## src/prb_defines.svh

```systemverilog
`ifndef PRB_DEFINES_SVH
`define PRB_DEFINES_SVH

// ********************************************************************
// Register offsets.
// ********************************************************************
`define PRB_ADDR_MON_CFG    10'h01A
`define PRB_ADDR_PLL_CTRL   10'h01D
`define PRB_ADDR_STATUS     10'h01F
`define PRB_ADDR_INT_STAT   10'h040
`define PRB_ADDR_INT_CLR    10'h041
`define PRB_ADDR_INT_EN     10'h042

// ********************************************************************
// Field positions.
// ********************************************************************
`define PRB_BIT_LOCK        0
`define PRB_BIT_FIRST_REFERENCE_INPUT_HI     1
`define PRB_BIT_SECOND_REFERENCE_INPUT_HI     2
`define PRB_BIT_VCO_HI      3
`define PRB_BIT_SECOND_REFERENCE_INPUT_SEL    4
`define PRB_BIT_HOLD_ACT    5
`define PRB_BIT_CAL_DONE    6
`define PRB_BIT_RB_DIS      4
`define PRB_BIT_THR_SEL     6
`define PRB_BIT_HOLD_EN_LO  0
`define PRB_BIT_HOLD_EN_HI  2

// Interrupt event positions.
`define PRB_EV_LOCK_CHG     0
`define PRB_EV_CAL_DONE     1
`define PRB_EV_HOLD_ENTER   2
`define PRB_EV_REF_SWITCH   3

// ********************************************************************
// Reset values.
// ********************************************************************
`define PRB_RST_BYTE        8'h00
`define PRB_RST_EVENTS      4'h0

`endif

```

## src/prb_pkg.sv

```systemverilog
package prb_pkg;

  typedef logic [7:0] prb_byte_t;
  typedef logic [3:0] prb_events_t;

endpackage : prb_pkg

```

## src/prb_irq.sv

```systemverilog
`timescale 1ns/1ps

// ********************************************************************
// Sticky event bits, enable gating and one level interrupt.
// ********************************************************************
module prb_irq #(
  parameter int WIDTH = 4
) (
  // Clock and reset.
  input  wire logic             clock,
  input  wire logic             rst_b,
  // Events and software control.
  input  wire logic [WIDTH-1:0] event_set,
  input  wire logic [WIDTH-1:0] clear_bits,
  input  wire logic [WIDTH-1:0] enable_bits,
  // Results.
  output logic      [WIDTH-1:0] status,
  output logic                  irq
);

  logic [WIDTH-1:0] status_r;
  logic [WIDTH-1:0] status_nxt;
  logic             irq_r;
  logic             irq_nxt;

  if (WIDTH < 1 || WIDTH > 8)
  begin : g_bad_width
    $error("prb_irq needs WIDTH from one to eight");
  end

  // A set arriving with its clear keeps the bit set.
  always_comb
  begin
    status_nxt = (status_r & ~clear_bits) | event_set;
    irq_nxt    = |(status_nxt & enable_bits);
  end

  always_ff @(posedge clock)
  begin
    if (!rst_b)
    begin
      status_r <= '0;
      irq_r    <= 1'b0;
    end
    else
    begin
      status_r <= status_nxt;
      irq_r    <= irq_nxt;
    end
  end

  assign status = status_r;
  assign irq    = irq_r;

endmodule : prb_irq

```

## src/prb_status.sv

```systemverilog
// What this block does
// - Bit 6 reads one once oscillator calibration has completed, else zero.
// - Bit 5 reads one while the PLL is really in holdover.
// - Holdover bit follows the holdover state, never the holdover enable setting.
// - Bit 4 reads zero for first reference, one for second reference.
// - Bit 3 reads one when oscillator frequency is above its threshold.
// - Bit 2 reads one when second reference exceeds threshold chosen by 0x01A bit 6.
// - Bit 1 reads one when first reference exceeds its threshold frequency.
// - Bit 0 reads one when the digital lock detector reports lock.
// - All status bits are read only and show live internal state.
// - Readback disable set to one suppresses status readback; zero enables it.
`timescale 1ns/1ps
`include "prb_defines.svh"

module prb_status #(
  parameter int ADDR_W = 10
) (
  // Clock and reset.
  input  wire logic              clock,
  input  wire logic              rst_b,
  // Register port.
  input  wire logic [ADDR_W-1:0] addr,
  input  wire logic [7:0]        wr_data,
  input  wire logic              wr_en,
  input  wire logic              rd_en,
  output logic      [7:0]        rd_data,
  // Live PLL state, asynchronous to clock.
  input  wire logic              vco_cal_done,
  input  wire logic              holdover_state,
  input  wire logic              second_reference_input_sel,
  input  wire logic              vco_freq_high,
  input  wire logic              second_reference_input_high,
  input  wire logic              first_reference_input_high,
  input  wire logic              lock_detect,
  // Configuration to the PLL circuits.
  output logic      [7:0]        pll_ctrl,
  output logic      [7:0]        mon_cfg,
  // Interrupt.
  output logic                   irq
);

  // ******************************************************************
  // Parameter check.
  // ******************************************************************
  if (ADDR_W < 7)
  begin : g_bad_addr
    $error("prb_status needs ADDR_W of at least seven");
  end

  function automatic logic hit(input logic [ADDR_W-1:0] a, input logic [9:0] offs);
    hit = (a == ADDR_W'(offs));
  endfunction : hit

  // ******************************************************************
  // Synchronised PLL state.
  // ******************************************************************
  logic [6:0] live_s;

  prb_sync #(
    .WIDTH (7)
  ) u_sync (
    .clock    (clock),
    .rst_b    (rst_b),
    .async_in ({vco_cal_done, holdover_state, second_reference_input_sel,
                vco_freq_high, second_reference_input_high,
                first_reference_input_high, lock_detect}),
    .sync_out (live_s)
  );

  // Bit 7 is reserved and reads zero.
  prb_pkg::prb_byte_t status_v;
  assign status_v = {1'b0, live_s};

  // ******************************************************************
  // Configuration registers and event edges.
  // ******************************************************************
  prb_pkg::prb_byte_t   ctrl_r;
  prb_pkg::prb_byte_t   ctrl_nxt;
  prb_pkg::prb_byte_t   thr_r;
  prb_pkg::prb_byte_t   thr_nxt;
  prb_pkg::prb_events_t en_r;
  prb_pkg::prb_events_t en_nxt;
  prb_pkg::prb_byte_t   prev_r;
  prb_pkg::prb_byte_t   prev_nxt;
  prb_pkg::prb_events_t clr_v;
  prb_pkg::prb_events_t ev_v;
  prb_pkg::prb_events_t int_st;

  // The status offset is absent here, so writes to it fall away.
  always_comb
  begin
    ctrl_nxt = ctrl_r;
    thr_nxt  = thr_r;
    en_nxt   = en_r;
    clr_v    = `PRB_RST_EVENTS;
    prev_nxt = status_v;
    if (wr_en)
    begin
      if (hit(addr, `PRB_ADDR_PLL_CTRL))
      begin
        ctrl_nxt = wr_data;
      end
      if (hit(addr, `PRB_ADDR_MON_CFG))
      begin
        thr_nxt = wr_data;
      end
      if (hit(addr, `PRB_ADDR_INT_EN))
      begin
        en_nxt = wr_data[3:0];
      end
      if (hit(addr, `PRB_ADDR_INT_CLR))
      begin
        clr_v = wr_data[3:0];
      end
    end
  end

  // Events come from edges of the synchronised state.
  always_comb
  begin
    ev_v = `PRB_RST_EVENTS;
    ev_v[`PRB_EV_LOCK_CHG]   = status_v[`PRB_BIT_LOCK] ^ prev_r[`PRB_BIT_LOCK];
    ev_v[`PRB_EV_CAL_DONE]   = status_v[`PRB_BIT_CAL_DONE] & ~prev_r[`PRB_BIT_CAL_DONE];
    ev_v[`PRB_EV_HOLD_ENTER] = status_v[`PRB_BIT_HOLD_ACT] & ~prev_r[`PRB_BIT_HOLD_ACT];
    ev_v[`PRB_EV_REF_SWITCH] = status_v[`PRB_BIT_SECOND_REFERENCE_INPUT_SEL] ^ prev_r[`PRB_BIT_SECOND_REFERENCE_INPUT_SEL];
  end

  always_ff @(posedge clock)
  begin
    if (!rst_b)
    begin
      ctrl_r <= `PRB_RST_BYTE;
      thr_r  <= `PRB_RST_BYTE;
      en_r   <= `PRB_RST_EVENTS;
      prev_r <= `PRB_RST_BYTE;
    end
    else
    begin
      ctrl_r <= ctrl_nxt;
      thr_r  <= thr_nxt;
      en_r   <= en_nxt;
      prev_r <= prev_nxt;
    end
  end

  prb_irq #(
    .WIDTH (4)
  ) u_irq (
    .clock       (clock),
    .rst_b       (rst_b),
    .event_set   (ev_v),
    .clear_bits  (clr_v),
    .enable_bits (en_r),
    .status      (int_st),
    .irq         (irq)
  );

  // ******************************************************************
  // Read path.
  // ******************************************************************
  prb_pkg::prb_byte_t rd_r;
  prb_pkg::prb_byte_t rd_nxt;

  // Data stand only in the cycle after the read strobe.
  always_comb
  begin
    rd_nxt = `PRB_RST_BYTE;
    if (rd_en)
    begin
      if (hit(addr, `PRB_ADDR_STATUS))
      begin
        rd_nxt = ctrl_r[`PRB_BIT_RB_DIS] ? `PRB_RST_BYTE : status_v;
      end
      else if (hit(addr, `PRB_ADDR_PLL_CTRL))
      begin
        rd_nxt = ctrl_r;
      end
      else if (hit(addr, `PRB_ADDR_MON_CFG))
      begin
        rd_nxt = thr_r;
      end
      else if (hit(addr, `PRB_ADDR_INT_STAT))
      begin
        rd_nxt = {4'h0, int_st};
      end
      else if (hit(addr, `PRB_ADDR_INT_EN))
      begin
        rd_nxt = {4'h0, en_r};
      end
    end
  end

  always_ff @(posedge clock)
  begin
    if (!rst_b)
    begin
      rd_r <= `PRB_RST_BYTE;
    end
    else
    begin
      rd_r <= rd_nxt;
    end
  end

  assign rd_data  = rd_r;
  assign pll_ctrl = ctrl_r;
  assign mon_cfg  = thr_r;

  logic st_rd;
  assign st_rd = rd_en && hit(addr, `PRB_ADDR_STATUS) && !ctrl_r[`PRB_BIT_RB_DIS];
endmodule : prb_status

```

## src/prb_sync.sv

```systemverilog
`timescale 1ns/1ps

// ********************************************************************
// Two-stage synchroniser for a bank of level inputs.
// ********************************************************************
module prb_sync #(
  parameter int WIDTH = 7
) (
  // Clock and reset.
  input  wire logic             clock,
  input  wire logic             rst_b,
  // Levels.
  input  wire logic [WIDTH-1:0] async_in,
  output logic      [WIDTH-1:0] sync_out
);

  logic [WIDTH-1:0] meta_r;
  logic [WIDTH-1:0] meta_nxt;
  logic [WIDTH-1:0] sync_r;
  logic [WIDTH-1:0] sync_nxt;

  if (WIDTH < 1)
  begin : g_bad_width
    $error("prb_sync needs WIDTH of at least one");
  end

  always_comb
  begin
    meta_nxt = async_in;
    sync_nxt = meta_r;
  end

  always_ff @(posedge clock)
  begin
    if (!rst_b)
    begin
      meta_r <= '0;
      sync_r <= '0;
    end
    else
    begin
      meta_r <= meta_nxt;
      sync_r <= sync_nxt;
    end
  end

  assign sync_out = sync_r;

endmodule : prb_sync

```

## config.mk

```make
export PLATFORM = sky130hd
export DESIGN_NAME = prb_status
export DESIGN_NICKNAME = d
export VERILOG_FILES = /design/src/prb_pkg.sv /design/src/prb_irq.sv /design/src/prb_status.sv /design/src/prb_sync.sv
export VERILOG_INCLUDE_DIRS = /design/src
export SDC_FILE = /design/constraint.sdc
export NUM_CORES = 1
export LEC_CHECK = 0
export ABC_AREA = 1
export BUFFER_PORTS_ARGS = -buffer_cell sky130_fd_sc_hd__buf_4
export CAP_MARGIN = 10
export CELL_PAD_IN_SITES_DETAIL_PLACEMENT = 1
export CELL_PAD_IN_SITES_GLOBAL_PLACEMENT = 1
export CORE_MARGIN = 2
export CORE_UTILIZATION = 39
export CTS_BUF_LIST = sky130_fd_sc_hd__clkbuf_4
export DETAILED_ROUTE_END_ITERATION = 10
export GPL_ROUTABILITY_DRIVEN = 0
export GPL_TIMING_DRIVEN = 0
export MAX_ROUTING_LAYER = met4
export PLACE_DENSITY = 0.77
export SLEW_MARGIN = 20
export SYNTH_ARGS = -nofsm -noshare
export SYNTH_HDL_FRONTEND = slang
export SYNTH_SLANG_ARGS = --single-unit
```

## constraint.sdc

```tcl
create_clock -name clock -period 1.98 [get_ports clock]
set_clock_uncertainty 0.2 [all_clocks]
set_input_delay 0.594 -clock clock [delete_from_list [all_inputs] [get_ports clock]]
set_output_delay 0.594 -clock clock [all_outputs]
set_load 0.05 [all_outputs]
```

==> results by group <==
Run status
  • Status: complete, no violations

STA
  • Min Tclk post-route: 1820 ps
  • Slew Viols, Final: 0
  • RSZ-0062 raised after global routing: no
  • Worst slew pin tran: 493 ps
  • Setup_tns: 0 ps
  • Slew headroom: 67.1%
  • Fin crit share: 92.0%
  • Finish-stage setup viols: 0
  • FMAX: 549 MHz
  • Final hold vios: 0

Cells and area
  • Share of cells above drive strength 1: 24.2%
  • Layout Area Growth over Synthesis: 26.3%
  • Post-Layout Cell Count: 409
  • Ant diodes: 0
  • Nets: 367
  • Fill count: 686

Yosys
  • Mapped Cells: 279
  • Proportion of netlist area held by the largest area contributor: 47.8%
  • Synth warn: 0
  • Number of enable flip-flop cells after synthesis: 0
  • Ys flop type: dfxtp_1
  • Netlist Area Pre-Place: 2140 um^2
  • FF+latch count, synth: 51
  • Most frequent cell after synthesis: nand2_1
  • Yosys cell types: 23
  • Syn Nets: 308
  • Asr flop ratio synth: 0%
  • Sequential element share of the synthesized area: 47.8%
  • Commonest cells in the netlist: nand2_1 (72), dfxtp_1 (51), inv_1 (47)
  • Syn Area/Cell: 7.66 um^2
  • Post-synth top area cell: dfxtp_1
  • Top cells by area, synth: dfxtp_1 (48%), nand2_1 (13%), inv_1 (8.3%)

Die
  • Die width: 78.0 um
  • CORE AREA: 5200 um^2
  • Initial Util: 41.1%
  • Row count: 26
  • Ports: 54
  • Die Footprint: 6090 um^2
  • Die height: 78.0 um

Global route
  • GR Overflow Total: 0
  • Largest net degree at the start of global routing: 18
  • Vias in the first global route: 1938
  • Gr usage total: 20.0%
  • Initial antenna violation count: 0
  • Global-route wire length before repair: 9.30 mm

Setup path
  • CP cell instances: buf_4
  • Worst path max stage delay: 430 ps
  • Crit path kind: flip-flop to output port
  • Top delay family on crit path: flip-flops
  • Worst Path Max Fanout: 3
  • Worst path buffer plus inverter count: 1
  • Critical Path Slowest Stage Cell: dfxtp_1
  • Crit end category: output port
  • CP Data Required Time: 1190 ps
  • CP arrival: 1030 ps
  • Type of origin of the critical path: flip-flop

Route
  • Via density per instance: 4.72
  • Pre-Repair DR Iteration Count: 4
  • Detail Route Antenna Nets: 0
  • Via count: 1930
  • Wirelength, routed: 5.60 mm
  • DRC errors left: 0
  • Initial detailed-routing violation count: 85
  • DR WL/cell: 13.7 um

Clocking
  • Postcts setup bufs: 0
  • Total number of clock tree sinks: 51
  • CTS Buf Count: 5
  • CTS tree: done
  • Post_cts resized: 0
  • CTS Hold Bufs: 0
  • H-tree levels: 2
  • CTS root buf: clkbuf_4
  • Clk buf depth: 2
  • Clk Latency, worst-skew pair: 380 ps
  • Reg clk slew, reported paths: 160 ps

Power and ir drop
  • Power per cell area: 678 nW/um^2
  • Peak VDD IR: 0.433 mV
  • Pleak: 0.00132 uW

Flow run
  • Max-Cap Viols: 0

Place
  • Inst Count DP: 401
  • Hpwl dp: 4.42 mm
  • IO buf count: 52

Worst hold path
  • Min-delay worst type: primary input to flip-flop
registers in the layout (all words and copies together), names as in the netlist:
name / flops
en_r: 4
u_sync.meta_r: 7
u_irq.status: 4
prev_r: 4
pll_ctrl: 8
u_irq.irq: 1
mon_cfg: 8
rd_data: 8
u_sync.sync_out: 7
routing by layer:
layer / global-route usage, % / part of all wire [%]
met1: 24.5 / 45
met2: 33.1 / 48
met3: 4.71 / 5.4
met4: 5.44 / 1.5
met5: - / 0
layout by cell type (no fill, tap or decap), types with 4 or more instances in the layout:
master and count:
dfxtp_1 51, buf_4 52, clkbuf_1 4, a21oi_1 25
nand2_1 72, inv_1 47, nand3_1 7, nand4_1 6
o21ai_1 4, nor2_1 15, clkbuf_4 5, nor2_4 7
o21ai_0 20
worst paths after layout:
path	from	endpoint	slack, ps	depth (start not counted)
worst min register to register	u_sync.meta_r[5]$_SDFF_PN0_	u_sync.sync_out[5]$_SDFF_PN0_	230	2
worst max-delay path	mon_cfg[3]$_SDFFE_PN0P_	mon_cfg[3]	160	1
worst min-delay path	second_reference_input_high	u_sync.meta_r[2]$_SDFF_PN0_	180	3
worst max register to register	u_sync.sync_out[4]$_SDFF_PN0_	u_irq.irq$_SDFF_PN0_	690	6
final cells by class:
type / count / area (um^2) / area share (%)
multi-input cells: 169 / 863 / 32.0
well taps: 70 / 87.6 / 3.24
flip-flops and latches: 51 / 1020 / 37.8
clock inverters: 3 / 47.5 / 1.76
repair buffers: 52 / 390 / 14.5
plain buffers: 7 / 52.6 / 1.95
inverters: 52 / 200 / 7.41
clock buffers: 5 / 37.5 / 1.39
power by group:
| group | internal (uW) | switching [uW] |
|---|---|---|
| Clock | 273 | 352 |
| Combinational | 64.6 | 84.9 |
| Sequential | 1050 | 9.81 |
| Total | 1390 | 446 |
cell families after synthesis:
kind of cell,synth area share (%)
buffers and inverters,11.8
and+or+nand+nor,26.6
DFF,47.8
xor gates and xnor gates,0.820
AOI/OAI and AO/OA,12.9
per-stage QoR:
step	instance area, um^2	hold slack (ps)	util, %	setup slack, ps	total power [uW]
after floorplan	2140	190	-	243	1150
after global placement	2620	193	50.2	-140	1220
after detailed placement	2620	199	50.2	-154	1230
after CTS	2700	174	51.9	140	1850
after global routing	2700	173	51.9	91.1	1910
final	2700	180	51.9	158	1830
worst register-to-register path, stage by stage, from the launching register on:
cell,delay [ps]
dfxtp_1,360
xnor2_1,250
nand2_1,100
nand2_1,70
nand2_1,50
nor2_1,100
nor2_1,40
Power figures use the tool's default switching activity.
